`src/cca_pkg.sv`:
```
// Constants, register map and field layout of the calendar clock unit
// Operation
// RQ1: Time counts hours, minutes, seconds, 24-hour wrap
// RQ2: Software sees first or second half-second
// RQ3: Weekday, day, month, year 00-99, leap February
// RQ4: All values kept as packed BCD digits
// RQ5: Alarm intervals from half second to year
// RQ6: Repeat counter decrements; exhausted alarm stops
// RQ7: Chime wraps repeat counter, alarm never stops
// RQ8: Pin carries alarm pulse or seconds clock
// RQ9: Calibration is signed 10-bit count per minute
// RQ10: Positive calibration adds pulses, zero does nothing
// RQ11: Negative calibration removes up to 512 pulses
// RQ12: Clock runs only while enable bit set
// RQ13: Halt-in-idle stops clock during processor idle
// RQ14: Clear, set, invert aliases at +4, +8, +C
// RQ15: Controls reset zero, unimplemented bits read zero; control bits 9 and 10 are writable and read back
// RQ16: Calibration covers 260 ppm crystal error
// RQ17: Enable bit writable only while unlocked
// RQ18: Locked value registers ignore software writes
// RQ19: Four-bit interval mask; codes ten upward reserved
// RQ20: Hardware clears alarm enable when count exhausted
// RQ21: Digits carry upward through every calendar field
`default_nettype none
package cca_pkg;
  // ****************************************
  // Register offsets and alias operations
  // ****************************************
  localparam logic [11:0] CCA_CTRL_OFS = 12'h200;
  localparam logic [11:0] CCA_ALM_CTRL_OFS = 12'h210;
  localparam logic [11:0] CCA_TIME_OFS = 12'h220;
  localparam logic [11:0] CCA_DATE_OFS = 12'h230;
  localparam logic [11:0] CCA_ALM_TIME_OFS = 12'h240;
  localparam logic [11:0] CCA_ALM_DATE_OFS = 12'h250;
  localparam logic [1:0] CCA_OP_WRITE = 2'h0;
  localparam logic [1:0] CCA_OP_CLR = 2'h1;
  localparam logic [1:0] CCA_OP_SET = 2'h2;
  localparam logic [1:0] CCA_OP_INV = 2'h3;
  // ****************************************
  // Writable masks and reset values
  // ****************************************
  localparam logic [31:0] CCA_CTRL_WMASK = 32'h03FF_A789;
  localparam logic [31:0] CCA_ALM_WMASK = 32'h0000_EFFF;
  localparam logic [31:0] CCA_TIME_MASK = 32'h3F7F_7F00;
  localparam logic [31:0] CCA_DATE_MASK = 32'hFF1F_3F07;
  localparam logic [31:0] CCA_ALM_DATE_MASK = 32'h001F_3F07;
  localparam logic [31:0] CCA_CTRL_RST = 32'h0000_0000;
  localparam logic [31:0] CCA_ALM_RST = 32'h0000_0000;
  localparam logic [31:0] CCA_VALUE_RST = 32'h0000_0000;
  // ****************************************
  // Field positions
  // ****************************************
  localparam int CCA_CAL_LSB = 16;
  localparam int CCA_ON_BIT = 15;
  localparam int CCA_HALT_IDLE_BIT = 13;
  localparam int CCA_OSEL_LSB = 7;
  localparam int CCA_RUNNING_BIT = 6;
  localparam int CCA_UNLOCK_BIT = 3;
  localparam int CCA_ROLL_WARN_BIT = 2;
  localparam int CCA_HALF_BIT = 1;
  localparam int CCA_PIN_OE_BIT = 0;
  localparam int CCA_ALM_EN_BIT = 15;
  localparam int CCA_CHIME_BIT = 14;
  localparam int CCA_PIV_BIT = 13;
  localparam int CCA_ALM_WARN_BIT = 12;
  localparam int CCA_ALARM_INTERVAL_MASK_LSB = 8;
  // ****************************************
  // Timebase and output select codes
  // ****************************************
  localparam int CCA_TB_HZ = 32768;
  localparam int CCA_HALF_TICKS = CCA_TB_HZ / 2;
  localparam int CCA_WARN_TICKS = 32;
  localparam logic [1:0] CCA_OSEL_ALARM = 2'h0;
  localparam logic [1:0] CCA_OSEL_SECONDS = 2'h1;
  localparam logic [1:0] CCA_OSEL_TIMEBASE = 2'h2;
endpackage
`default_nettype wire
```
`src/cca_calendar_clock_alarm.sv`:
```
// Calendar clock unit: BCD time, calendar, alarm, calibration, APB registers
`timescale 1ns/100ps
`default_nettype none
module cca_calendar_clock_alarm
  import cca_pkg::*;
#(
  parameter int HALF_TICKS = CCA_HALF_TICKS
)
(
  input wire logic clk_sys_i,
  input wire logic rst_b_i,
  input wire logic [11:0] paddr_i,
  input wire logic psel_i,
  input wire logic penable_i,
  input wire logic pwrite_i,
  input wire logic [31:0] pwdata_i,
  output logic [31:0] prdata_o,
  output logic pready_o,
  output logic pslverr_o,
  input wire logic timebase_clk_i,
  input wire logic cpu_idle_i,
  output logic calendar_pin_o,
  output logic calendar_pin_oe_o
);
  // ****************************************
  // Helpers
  // ****************************************
  function automatic logic [31:0] alias_apply(input logic [31:0] old, input logic [31:0] wd,
                                              input logic [1:0] op);
    case (op)
      CCA_OP_CLR: alias_apply = old & ~wd;
      CCA_OP_SET: alias_apply = old | wd;
      CCA_OP_INV: alias_apply = old ^ wd;
      default: alias_apply = wd;
    endcase
  endfunction

  function automatic logic [7:0] bcd_inc(input logic [7:0] v);
    if (v[3:0] == 4'h9)
    begin
      bcd_inc = {v[7:4] + 4'h1, 4'h0};
    end
    else
    begin
      bcd_inc = {v[7:4], v[3:0] + 4'h1};
    end
  endfunction

  // Leap years in 2000-2099 are exactly the multiples of four
  function automatic logic [7:0] days_in_month(input logic [7:0] mon, input logic [7:0] yr);
    logic leap;
    leap = yr[4] ? (yr[3:0] == 4'h2 || yr[3:0] == 4'h6)
                 : (yr[3:0] == 4'h0 || yr[3:0] == 4'h4 || yr[3:0] == 4'h8);
    case (mon)
      8'h02: days_in_month = leap ? 8'h29 : 8'h28;
      8'h04, 8'h06, 8'h09, 8'h11: days_in_month = 8'h30;
      default: days_in_month = 8'h31;
    endcase
  endfunction

  // ****************************************
  // Registers
  // ****************************************
  localparam logic signed [15:0] PRESC_LAST = 16'(HALF_TICKS - 1);
  localparam logic signed [15:0] PRESC_WARN = 16'(HALF_TICKS - 1 - CCA_WARN_TICKS);

  logic [31:0] ctrl_r;
  logic [31:0] ctrl_nxt;
  logic [31:0] alm_r;
  logic [31:0] alm_nxt;
  logic [31:0] time_r;
  logic [31:0] time_nxt;
  logic [31:0] date_r;
  logic [31:0] date_nxt;
  logic [31:0] alm_time_r;
  logic [31:0] alm_date_r;
  logic signed [15:0] presc_r;
  logic signed [15:0] presc_nxt;
  logic half_r;
  logic alm_chk_r;
  logic pulse_r;
  logic pin_r;
  logic [31:0] prdata_r;
  logic tb_s1_r;
  logic tb_s2_r;
  logic tb_s3_r;

  // ****************************************
  // APB decode
  // ****************************************
  wire [1:0] op = paddr_i[3:2];
  wire aligned = (paddr_i[1:0] == 2'h0);
  wire hit_ctrl = aligned && paddr_i[11:4] == CCA_CTRL_OFS[11:4];
  wire hit_alm = aligned && paddr_i[11:4] == CCA_ALM_CTRL_OFS[11:4];
  wire hit_time = aligned && paddr_i[11:4] == CCA_TIME_OFS[11:4];
  wire hit_date = aligned && paddr_i[11:4] == CCA_DATE_OFS[11:4];
  wire hit_atime = aligned && paddr_i[11:4] == CCA_ALM_TIME_OFS[11:4];
  wire hit_adate = aligned && paddr_i[11:4] == CCA_ALM_DATE_OFS[11:4];
  wire hit_any = hit_ctrl | hit_alm | hit_time | hit_date | hit_atime | hit_adate;
  wire wr_acc = psel_i & penable_i & pwrite_i & hit_any;
  wire rd_setup = psel_i & ~penable_i & ~pwrite_i;
  wire unlock = ctrl_r[CCA_UNLOCK_BIT];
  wire wr_ctrl = wr_acc & hit_ctrl;
  wire wr_alm = wr_acc & hit_alm;
  wire wr_time = wr_acc & hit_time & unlock; // [RQ18]
  wire wr_date = wr_acc & hit_date & unlock; // [RQ18]
  wire wr_atime = wr_acc & hit_atime;
  wire wr_adate = wr_acc & hit_adate;

  // ****************************************
  // Timebase and prescaler
  // ****************************************
  wire tick = tb_s2_r & ~tb_s3_r;
  wire on = ctrl_r[CCA_ON_BIT];
  wire run = on & ~(ctrl_r[CCA_HALT_IDLE_BIT] & cpu_idle_i); // [RQ12] [RQ13]
  wire half_evt = run & tick & (presc_r == PRESC_LAST);
  wire sec_step = half_evt & half_r;
  wire roll_warn = run & (presc_r >= PRESC_WARN);
  wire [9:0] cal = ctrl_r[CCA_CAL_LSB +: 10];
  // Sign-extended preload: positive starts ahead (adds pulses), negative behind
  wire signed [15:0] cal_sext = {{6{cal[9]}}, cal}; // [RQ9] [RQ10] [RQ11] [RQ16]
  // Writing the seconds restarts the second so software aligns it exactly
  wire sec_write = wr_time & (pwdata_i[14:8] != 7'h00 | op == CCA_OP_WRITE);

  // ****************************************
  // Time of day counting
  // ****************************************
  wire [7:0] sec8 = {1'b0, time_r[14:8]};
  wire [7:0] min8 = {1'b0, time_r[22:16]};
  wire [7:0] hr8 = {2'b00, time_r[29:24]};
  wire sec_wrap = (sec8 >= 8'h59);
  wire min_wrap = (min8 >= 8'h59);
  wire hr_wrap = (hr8 >= 8'h23); // [RQ1]
  wire [7:0] sec_n = sec_wrap ? 8'h00 : bcd_inc(sec8); // [RQ4]
  wire [7:0] min_n = !sec_wrap ? min8 : (min_wrap ? 8'h00 : bcd_inc(min8)); // [RQ21]
  wire [7:0] hr_n = !(sec_wrap & min_wrap) ? hr8 : (hr_wrap ? 8'h00 : bcd_inc(hr8)); // [RQ1]
  wire day_carry = sec_wrap & min_wrap & hr_wrap; // [RQ21]
  wire min_edge = sec_step & sec_wrap;
  wire [31:0] time_adv = {2'b00, hr_n[5:0], 1'b0, min_n[6:0], 1'b0, sec_n[6:0], 8'h00};

  // ****************************************
  // Calendar counting
  // ****************************************
  wire [7:0] day8 = {2'b00, date_r[13:8]};
  wire [7:0] mon8 = {3'b000, date_r[20:16]};
  wire [7:0] yr8 = date_r[31:24];
  wire [2:0] wday = date_r[2:0];
  wire day_wrap = (day8 >= days_in_month(mon8, yr8)); // [RQ3]
  wire mon_wrap = (mon8 >= 8'h12);
  wire yr_wrap = (yr8 >= 8'h99); // [RQ3]
  wire [7:0] day_n = day_wrap ? 8'h01 : bcd_inc(day8);
  wire [7:0] mon_n = !day_wrap ? mon8 : (mon_wrap ? 8'h01 : bcd_inc(mon8)); // [RQ21]
  wire [7:0] yr_n = !(day_wrap & mon_wrap) ? yr8 : (yr_wrap ? 8'h00 : bcd_inc(yr8));
  wire [2:0] wday_n = (wday >= 3'h6) ? 3'h0 : wday + 3'h1;
  wire [31:0] date_adv = {yr_n, 3'b000, mon_n[4:0], 2'b00, day_n[5:0], 5'b00000, wday_n};

  // ****************************************
  // Alarm match
  // ****************************************
  wire [3:0] alarm_interval_mask = alm_r[CCA_ALARM_INTERVAL_MASK_LSB +: 4];
  wire alm_en = alm_r[CCA_ALM_EN_BIT];
  wire new_sec = ~half_r;
  wire m_su = time_r[11:8] == alm_time_r[11:8];
  wire m_s = time_r[14:8] == alm_time_r[14:8];
  wire m_mu = time_r[19:16] == alm_time_r[19:16];
  wire m_m = time_r[22:16] == alm_time_r[22:16];
  wire m_h = time_r[29:24] == alm_time_r[29:24];
  wire m_d = date_r[13:8] == alm_date_r[13:8];
  wire m_mo = date_r[20:16] == alm_date_r[20:16];
  wire m_w = date_r[2:0] == alm_date_r[2:0];
  wire m_hms = new_sec & m_s & m_m & m_h;
  logic match;

  always_comb
  begin
    case (alarm_interval_mask) // [RQ5] [RQ19]
      4'h0: match = 1'b1;
      4'h1: match = new_sec;
      4'h2: match = new_sec & m_su;
      4'h3: match = new_sec & m_s;
      4'h4: match = new_sec & m_s & m_mu;
      4'h5: match = new_sec & m_s & m_m;
      4'h6: match = m_hms;
      4'h7: match = m_hms & m_w;
      4'h8: match = m_hms & m_d;
      4'h9: match = m_hms & m_d & m_mo;
      default: match = 1'b0;
    endcase
  end

  wire alarm_evt = alm_chk_r & alm_en & match & run;

  // ****************************************
  // Next-state of software registers
  // ****************************************
  wire [31:0] ctrl_w = alias_apply(ctrl_r, pwdata_i, op) & CCA_CTRL_WMASK; // [RQ14]
  // Enable bit keeps its value unless the value registers are unlocked
  wire [31:0] ctrl_g = unlock ? ctrl_w
                              : {ctrl_w[31:16], ctrl_r[CCA_ON_BIT], ctrl_w[14:0]}; // [RQ17]
  wire [31:0] alm_w = alias_apply(alm_r, pwdata_i, op) & CCA_ALM_WMASK; // [RQ14]
  // Initial pulse level is frozen while the alarm is armed
  wire [31:0] alm_g = alm_en ? {alm_w[31:14], alm_r[CCA_PIV_BIT], alm_w[12:0]} : alm_w;
  wire [31:0] alm_base = wr_alm ? alm_g : alm_r;
  wire [7:0] alarm_repeat_count = alm_base[7:0];

  always_comb
  begin
    ctrl_nxt = wr_ctrl ? ctrl_g : ctrl_r;
    alm_nxt = alm_base;
    // The hardware event acts on top of a same-cycle write so no event is lost
    if (alarm_evt)
    begin
      if (alarm_repeat_count != 8'h00)
      begin
        alm_nxt[7:0] = alarm_repeat_count - 8'h01; // [RQ6]
      end
      else if (alm_base[CCA_CHIME_BIT])
      begin
        alm_nxt[7:0] = 8'hFF; // [RQ7]
      end
      else
      begin
        alm_nxt[CCA_ALM_EN_BIT] = 1'b0; // [RQ6] [RQ20]
      end
    end
    if (wr_time)
    begin
      time_nxt = alias_apply(time_r, pwdata_i, op) & CCA_TIME_MASK; // [RQ14]
    end
    else if (sec_step)
    begin
      time_nxt = time_adv;
    end
    else
    begin
      time_nxt = time_r;
    end
    if (wr_date)
    begin
      date_nxt = alias_apply(date_r, pwdata_i, op) & CCA_DATE_MASK;
    end
    else if (sec_step & day_carry)
    begin
      date_nxt = date_adv; // [RQ3] [RQ21]
    end
    else
    begin
      date_nxt = date_r;
    end
    if (sec_write)
    begin
      presc_nxt = 16'sh0000;
    end
    else if (half_evt)
    begin
      presc_nxt = min_edge ? cal_sext : 16'sh0000; // [RQ9]
    end
    else if (run & tick)
    begin
      presc_nxt = presc_r + 16'sh0001;
    end
    else
    begin
      presc_nxt = presc_r;
    end
  end

  // ****************************************
  // Output pin selection
  // ****************************************
  wire [1:0] osel = ctrl_r[CCA_OSEL_LSB +: 2];
  wire pin_nxt = (osel == CCA_OSEL_ALARM) ? pulse_r :
                 (osel == CCA_OSEL_SECONDS) ? half_r :
                 (osel == CCA_OSEL_TIMEBASE) ? tb_s2_r : 1'b0; // [RQ8]
  wire pulse_nxt = !alm_nxt[CCA_ALM_EN_BIT] ? alm_nxt[CCA_PIV_BIT] :
                   (alarm_evt ? ~pulse_r : pulse_r);

  // ****************************************
  // Read data
  // ****************************************
  wire [31:0] ctrl_rd = ctrl_r | ({31'h0, run} << CCA_RUNNING_BIT)
                               | ({31'h0, roll_warn} << CCA_ROLL_WARN_BIT)
                               | ({31'h0, half_r} << CCA_HALF_BIT); // [RQ2] [RQ15]
  wire [31:0] alm_rd = (alm_en ? {alm_r[31:14], pulse_r, alm_r[12:0]} : alm_r)
                       | ({31'h0, roll_warn} << CCA_ALM_WARN_BIT);
  wire [31:0] rd_val = hit_ctrl ? ctrl_rd :
                       hit_alm ? alm_rd :
                       hit_time ? time_r :
                       hit_date ? date_r :
                       hit_atime ? alm_time_r :
                       hit_adate ? alm_date_r : 32'h0000_0000;

  assign prdata_o = prdata_r;
  assign pready_o = 1'b1;
  assign pslverr_o = psel_i & penable_i & ~hit_any;
  assign calendar_pin_o = pin_r;
  assign calendar_pin_oe_o = ctrl_r[CCA_PIN_OE_BIT] & on;

  // ****************************************
  // Flip-flops
  // ****************************************
  // Timebase pin is asynchronous; third stage only feeds the edge detector
  always_ff @(posedge clk_sys_i or negedge rst_b_i)
  begin
    if (!rst_b_i)
    begin
      tb_s1_r <= 1'b0;
      tb_s2_r <= 1'b0;
      tb_s3_r <= 1'b0;
    end
    else
    begin
      tb_s1_r <= timebase_clk_i;
      tb_s2_r <= tb_s1_r;
      tb_s3_r <= tb_s2_r;
    end
  end

  always_ff @(posedge clk_sys_i or negedge rst_b_i)
  begin
    if (!rst_b_i)
    begin
      ctrl_r <= CCA_CTRL_RST; // [RQ15]
      alm_r <= CCA_ALM_RST; // [RQ15]
      time_r <= CCA_VALUE_RST;
      date_r <= CCA_VALUE_RST;
      alm_time_r <= CCA_VALUE_RST;
      alm_date_r <= CCA_VALUE_RST;
    end
    else
    begin
      ctrl_r <= ctrl_nxt;
      alm_r <= alm_nxt;
      time_r <= time_nxt;
      date_r <= date_nxt;
      if (wr_atime)
      begin
        alm_time_r <= alias_apply(alm_time_r, pwdata_i, op) & CCA_TIME_MASK;
      end
      if (wr_adate)
      begin
        alm_date_r <= alias_apply(alm_date_r, pwdata_i, op) & CCA_ALM_DATE_MASK;
      end
    end
  end

  always_ff @(posedge clk_sys_i or negedge rst_b_i)
  begin
    if (!rst_b_i)
    begin
      presc_r <= 16'sh0000;
      half_r <= 1'b0;
      alm_chk_r <= 1'b0;
      pulse_r <= 1'b0;
      pin_r <= 1'b0;
      prdata_r <= 32'h0000_0000;
    end
    else
    begin
      presc_r <= presc_nxt;
      half_r <= sec_write ? 1'b0 : (half_evt ? ~half_r : half_r); // [RQ2]
      alm_chk_r <= half_evt;
      pulse_r <= pulse_nxt;
      pin_r <= pin_nxt;
      if (rd_setup)
      begin
        prdata_r <= rd_val;
      end
    end
  end
endmodule
`default_nettype wire

```
`config.mk`:
```
export PLATFORM = sky130hd
export DESIGN_NAME = cca_calendar_clock_alarm
export DESIGN_NICKNAME = d
export VERILOG_FILES = /design/src/cca_pkg.sv /design/src/cca_calendar_clock_alarm.sv
export SDC_FILE = /design/constraint.sdc
export NUM_CORES = 1
export LEC_CHECK = 0
export BUFFER_PORTS_ARGS = -buffer_cell sky130_fd_sc_hd__buf_2
export CORE_ASPECT_RATIO = 0.7
export CORE_UTILIZATION = 57
export CTS_CLUSTER_SIZE = 25
export DETAILED_ROUTE_END_ITERATION = 10
export GPL_TIMING_DRIVEN = 0
export HOLD_SLACK_MARGIN = 0.1
export PLACE_DENSITY = 0.82
export SLEW_MARGIN = 30
export SYNTH_ARGS = -nofsm -noshare
export SYNTH_HDL_FRONTEND = slang
export SYNTH_SLANG_ARGS = --single-unit
```
`constraint.sdc`:
```
create_clock -name clk_sys_i -period 3.66 [get_ports clk_sys_i]
set_input_delay 0.732 -clock clk_sys_i [delete_from_list [all_inputs] [get_ports clk_sys_i]]
set_output_delay 0.732 -clock clk_sys_i [all_outputs]
set_load 0.01 [all_outputs]
```
==> key figures, run 1 <==
Synthesis
  • Post-synth ARST share: 100%
  • Post-Synthesis Cells: 1774
  • Synth top area cells: dfrtp_1 (26%), ha_1 (19%), a211oi_1 (6.6%)
  • Synthesis Warnings: 0
  • Main flop type after synthesis: dfrtp_1
  • Count leader, synth: ha_1
  • Post-synth EDFFs: 0
  • Post-synth top area share: 26.3%
  • Synth unique cells: 78
  • Sequential area share after synthesis: a little over a quarter
  • Mapped cell area: between 15000 and 20000 um^2
  • Seq cells post-synth: 164
  • Mapped Nets: between 2000 and 2500
  • Syn Area/Cell: between 8 and 9 um^2
  • Largest area contributor in the netlist: dfrtp_1
  • Synth cell count leaders: ha_1 (242), inv_1 (172), dfrtp_1 (164)

Drt
  • Total Routed Length: 62.0 mm
  • Drt drc: 0
  • Antenna Nets Post-Route: 0
  • Via Count: ~16000
  • Via density: approximately 7
  • DR iter-0 viols: 2305
  • Drt first pass iters: 8
  • WL/cell: approximately 27 um

Power and ir drop
  • PD cells: 264 nW/um^2
  • Maximum vdd drop: between 300 and 400 uV
  • Final Power: approximately 0.0046 W
  • Flop pwr share: between 40% and 50%
  • Net Switching: around 0.0014 W
  • Leakage: between 7 and 8 nW
  • Clock Power Share: around two fifths
  • Comb power frac: ~18%
  • Switching power share of the total: between 30% and 40%
  • Power Internal: about 0.0032 W

Timing
  • Setup Skew: approximately 0.013 ns
  • Fmax: approximately 280 MHz
  • Final period util: 99.1%
  • Slew HR: around a quarter
  • Worst hold slack: 0.134 ns
  • Setup TNS: 0 ns
  • Least-Margin Pin Slew: roughly 1.1 ns
  • Pins Over Slew Limit: 0
  • RSZ-0062 raised after global routing: yes
  • Min Clock Period, post-route: approximately 3.6 ns
  • Final Hold Fails: 0
  • Setup Viol. Count Final: 0

Worst hold path
  • Hold Crit Class: in2async

Worst setup path
  • Worst R2R Path Depth: 14
  • Worst R2R Setup Slack: ~0.033 ns
  • CP required: between 4 and 5 ns
  • Setup CP Type: reg2reg
  • Crit-path max FO: 7
  • Startpoint types: flip-flop
  • Setup crit end: date_r[31]
  • RR Startpoint: date_r[25]
  • Worst R2R End: date_r[31]
  • Worst setup startpoint: date_r[25]
  • CP Capture Type: flip-flop
  • Crit path DAT: about 4.0 ns

Global route
  • GR Util met3: ~22%
  • Busiest grt layer: met1
  • Grt ovf: 0
  • First-pass GRT wire length: 91.3 mm
  • GRT met2 Usage: approximately three fifths
  • Gr usage total: 44.5%
  • Initial antenna violation count: 2
  • Vias in the first global route: approximately 15000
  • Met1 Use GR: slightly above 60%
  • Pin count of the biggest net entering global routing: 78

Placed design
  • Port buffer count: 84
  • Dpl hpwl: 45.1 mm
  • Placed Cells: approximately 2200
  • Gpl congestion: around 1.0

Finish
  • Fillers: approximately 2300
  • Area growth syn-to-layout: 12.1%
  • Share of cells above drive strength 1: around 16%
  • FF+latch area: 4110 um^2
  • # nets final: around 2200
  • Post-Layout Cell Count: ~2300
  • Utilization after layout: 65.2%
  • Multi-input gate area: between 10000 and 15000 um^2

Clock network
  • TritonCTS clock tree: yes
  • Post-CTS Hold Buffers: 0
  • Root Buffer: clkbuf_16
  • Clock transition at path regs: about 0.070 ns
  • Skew-Pair Late Insertion Delay: around 0.48 ns
  • CTS max path bufs: 2
  • Clock sinks: about 160
  • Htree depth: 4
  • TritonCTS Buffers: 17

Die
  • Die footprint: about 28000 um^2
  • Die X: roughly 200 um
  • Initial Util: around three fifths
  • Core area: 26800 um^2
  • Die Y: about 140 um
  • Num ports: a little under 90
  • Num rows: 50

Status
  • Outcome: finished, final reports clean

Flow run
  • Max cap viols: 0
## per-stage QoR
stage / worst slack, ns / cell area, um^2
after detailed placement: -1.35 / 16500
final: 0.0327 / 17500
after global routing: -0.0164 / 17500
after CTS: 0.0114 / 17300
after global placement: -1.32 / 16500
after floorplan: 0.0320 / 15600
## cell type report
cell class              instances  area share [%]
diodes                          1          0.0143
plain buffers                 110            2.76
clock buffers                  22            2.72
clock inverters                 9           0.595
inverters                     172            3.70
multi-input cells            1325            60.5
flip-flops and latches        164            23.5
well taps                     364            2.61
repair buffers                 99            3.57
## flip-flops by register name, indices dropped and copies added, names as in the netlist
signal / count
tb_s1_r: 1
tb_s2_r: 1
alm_chk_r: 1
half_r: 1
tb_s3_r: 1
calendar_pin_o: 1
prdata_o: 32
alm_time_r: 20
pulse_r: 1
date_r: 22
time_r: 20
alm_date_r: 14
ctrl_r: 18
presc_r: 16
alm_r: 15
## critical path: stages (launching register included)
cell	delay, ns
dfrtp_2	0.46
buf_12	0.15
a31oi_4	0.20
o21ai_4	0.14
a2111oi_4	0.36
a41oi_2	0.06
ha_1	0.33
or4b_4	0.47
a21o_1	0.20
a21oi_4	0.27
nand2b_4	0.24
o41ai_4	0.10
buf_6	0.16
and2_4	0.17
o22a_1	0.20
## how the worst min path moves through the flow
stage | startpoint | to | cells after the start
after floorplan | tb_s1_r | tb_s2_r | 0
after global placement | tb_s1_r | tb_s2_r | 0
after detailed placement | tb_s1_r | tb_s2_r | 0
after CTS | rst_b_i | time_r[21] | 1
after global routing | rst_b_i | presc_r[7] | 1
final | rst_b_i | presc_r[4] | 1
## power groups by stage
stage / sequential (W) / combinational (W) / clock [W]
floorplan: 0.00192 / 0.000446 / 0
CTS: 0.00189 / 0.000769 / 0.00187
global placement: 0.00192 / 0.000725 / 0
global route: 0.00190 / 0.000860 / 0.00195
detailed placement: 0.00193 / 0.000761 / 0
finish: 0.00189 / 0.000813 / 0.00190
## logic make-up (layout without fill, tap and decap cells)
kind of cell	after synthesis	after routing	share of synthesized area, %
DFF	164	164	26.3
AOI/OAI and AO/OA	524	524	22.2
muxes	126	126	10.5
other	1	2	0.0241
adders and majority gates	242	242	19.4
buffers and inverters	285	412	6.93
xor gates and xnor gates	38	38	2.14
and+or+nand+nor	394	394	12.4
## layout by cell type (no fill, tap or decap), types with 21 or more instances in the layout
cell,instances
dfrtp_1,159
clkbuf_1,70
mux2i_1,21
ha_1,242
nor2_1,118
a21oi_1,157
a211oi_1,135
nand2_1,86
xnor2_1,25
nand3_1,40
nor3_1,35
buf_2,89
mux2_2,83
mux4_2,22
inv_1,171
o21ai_0,80
## layer usage
layer | up-vias | routed length [um] | share of wire [%]
met4 | 0 | 3030 | 4.9
met1 | 7686 | 24600 | 40
li1 | 6691 | - | -
met2 | 1290 | 23800 | 38
met5 | - | 0 | 0
met3 | 232 | 10600 | 17
## timing repair
action / in CTS / in global routing
resized for setup: 46 / 41
buffers inserted: 8 / 4
cloned: 0 / 0
setup endpoints to repair: 96 / 67
pin swaps: 3 / 9
No activity file was read; power rests on OpenSTA's default activity.
==> inputs of run 2 (changes only) <==
- BUFFER_PORTS_ARGS: -buffer_cell sky130_fd_sc_hd__buf_2 -> -buffer_cell sky130_fd_sc_hd__clkbuf_2
==> run 2 against run 1 <==
The flow now finishes with violations (setup timing). Power grew 2.9%. Hold slack gained 0.072 ns. Clock power grew 7%. Critical path depth shrank 6. Largest power group unchanged.
==> key figures, run 2 (synthesis results as in run 1) <==
Placed design
  • Gpl congestion: between 1 and 1.5
  • Placed Cells: approximately 2200
  • Pre-CTS setup slack: -1.21 ns
  • Dpl hpwl: 46.3 mm
  • Port buffer count: 84

Die
  • Core area: roughly 27000 um^2
  • Initial Util: around three fifths
  • Num ports: between 80 and 90
  • Die X: between 150 and 200 um
  • Die Y: approximately 140 um
  • Die footprint: about 28000 um^2
  • Num rows: 50

Clock network
  • CTS max path bufs: 2
  • Htree depth: 4
  • Skew-Pair Late Insertion Delay: ~0.47 ns
  • TritonCTS clock tree: yes
  • Clock transition at path regs: ~0.08 ns
  • Root Buffer: clkbuf_16
  • TritonCTS Buffers: 17
  • Clock sinks: approximately 160

Worst setup path
  • Setup crit end: date_r[28]
  • Crit path DAT: 4.04 ns
  • Worst R2R Setup Slack: -0.03 ns
  • Worst setup startpoint: presc_r[0]
  • CP required: ~4 ns
  • Slowest-stage cell, CP: nor3b_2
  • CP Capture Type: flip-flop
  • Worst R2R End: date_r[28]
  • RR Startpoint: presc_r[0]
  • Startpoint types: flip-flop
  • Critical-path cell list: ha_1 > nand4_1 > nor4_4 > nor3b_2 > nand3_1 > o41a_1 > buf_4 > o32a_1
  • Critical path's largest stage delay: around 0.7 ns
  • Setup CP Type: reg2reg
  • Worst R2R Path Depth: 8
  • Crit-path max FO: 6

Timing
  • Setup Skew: roughly 0.011 ns
  • Final setup margin: -0.0322 ns
  • Fmax: 271 MHz
  • Setup Viol. Count Final: 3
  • Final Hold Fails: 0
  • Final period util: 101%
  • RSZ-0062 raised after global routing: yes
  • Slew HR: between 20 and 30%
  • Worst hold slack: between 0.2 and 0.25 ns
  • Least-Margin Pin Slew: about 1.1 ns
  • Setup TNS: -0.0684 ns
  • Pins Over Slew Limit: 0
  • Min Clock Period, post-route: around 3.7 ns

Finish
  • Commonest non-fill, non-tap cell in the layout: ha_1
  • Post-Layout Cell Count: 2264
  • Antenna cells: 0
  • Flip-flop count of the largest register after layout: 32
  • Share of cells above drive strength 1: 16.5%
  • Most frequent cells in the layout: ha_1 (242), inv_1 (171), dfrtp_1 (160), a21oi_1 (157), a211oi_1 (135)
  • # nets final: ~2200
  • Area growth syn-to-layout: 12.0%

Power and ir drop
  • Comb power frac: between 10% and 20%
  • Flop pwr share: about two fifths
  • Power Internal: between 0.003 and 0.004 W
  • PD cells: ~270 nW/um^2
  • Leakage: 7.83 nW
  • Switching power share of the total: 30.2%
  • Net Switching: about 0.0014 W
  • Clock Power Share: between 40% and 50%
  • Maximum vdd drop: approximately 340 uV

Drt
  • Antenna Nets Post-Route: 0
  • WL/cell: ~28 um
  • Via Count: roughly 16000
  • Total Routed Length: approximately 63 mm
  • Via density: 6.99
  • Drt first pass iters: 9
  • DR iter-0 viols: around 2500
  • Drt drc: 0

Global route
  • Pin count of the biggest net entering global routing: 67
  • Gr usage total: 45.4%
  • Initial antenna violation count: 4
  • Vias in the first global route: ~15000
  • Grt ovf: 0
  • First-pass GRT wire length: around 93 mm

Status
  • Outcome: finished, violations left
  • Violated checks: setup timing

Worst hold path
  • Hold Crit Class: in2async

Flow run
  • Max cap viols: 0
[run 2: changes by cell type in the layout (fill, tap and decap cells not counted), moves of 3 or more]
cell / before / now
buf_4: 11 / 15
clkbuf_2: 18 / 104
clkinv_2: 4 / 1
buf_2: 89 / 7
[run 2: power by group through the flow]
stage                     clock [W]  combinational [W]  sequential (W)
after floorplan                   0           0.000446         0.00192
after global placement            0           0.000731         0.00192
after global routing        0.00206           0.000861         0.00190
after CTS                   0.00201           0.000775         0.00189
final                       0.00203           0.000814         0.00189
after detailed placement          0           0.000768         0.00193
[run 2: what timing repair did]
item | CTS | global route
buffers inserted | 8 | 6
hold buffers | 0 | 0
gates resized for setup | 37 | 47
endpoints found under the setup margin | 100 | 82
pin swaps | 2 | 8
[run 2: layout make-up]
class	instances	area, um^2
sequential	164	4110
clock inverter	8	150
fill	2273	9330
buffer	109	474
inverter	172	646
tap	364	455
multi-input combinational	1325	10600
timing repair buffer	100	593
clock buffer	22	464
[run 2: metrics by stage]
step,area (um^2),total power [W],utilization [%]
detailed placement,16500,0.00269,61.7
global placement,16500,0.00265,61.4
finish,17400,0.00474,65.1
floorplan,15600,0.00237,-
CTS,17300,0.00467,64.6
global route,17400,0.00482,65.1
[run 2: critical path: cells and delay by family (launching register included)]
kind | cells | cell delay (ns)
AO/OA/AOI/OAI | 2 | 0.90
buffers and inverters | 1 | 0.18
flip-flops | 1 | 0.41
AND/OR/NAND/NOR | 4 | 1.86
adder cells (fa/ha/maj) | 1 | 0.22
[run 2: worst min-delay path by stage]
stage,from,end,slack [ns]
after CTS,rst_b_i,ctrl_r[18],0.22
after global placement,tb_s1_r,tb_s2_r,0.33
final,rst_b_i,ctrl_r[18],0.21
after detailed placement,tb_s1_r,tb_s2_r,0.34
after floorplan,tb_s1_r,tb_s2_r,0.33
after global routing,rst_b_i,prdata_o[17],0.25
[run 2: per-layer routing]
layer	share of wire, %	GRT usage, %	routed length [um]
met1	40	63.6	25600
met2	39	59.9	24900
met3	16	19.0	10200
met4	4.1	19.6	2590
met5	0.11	1.06	70
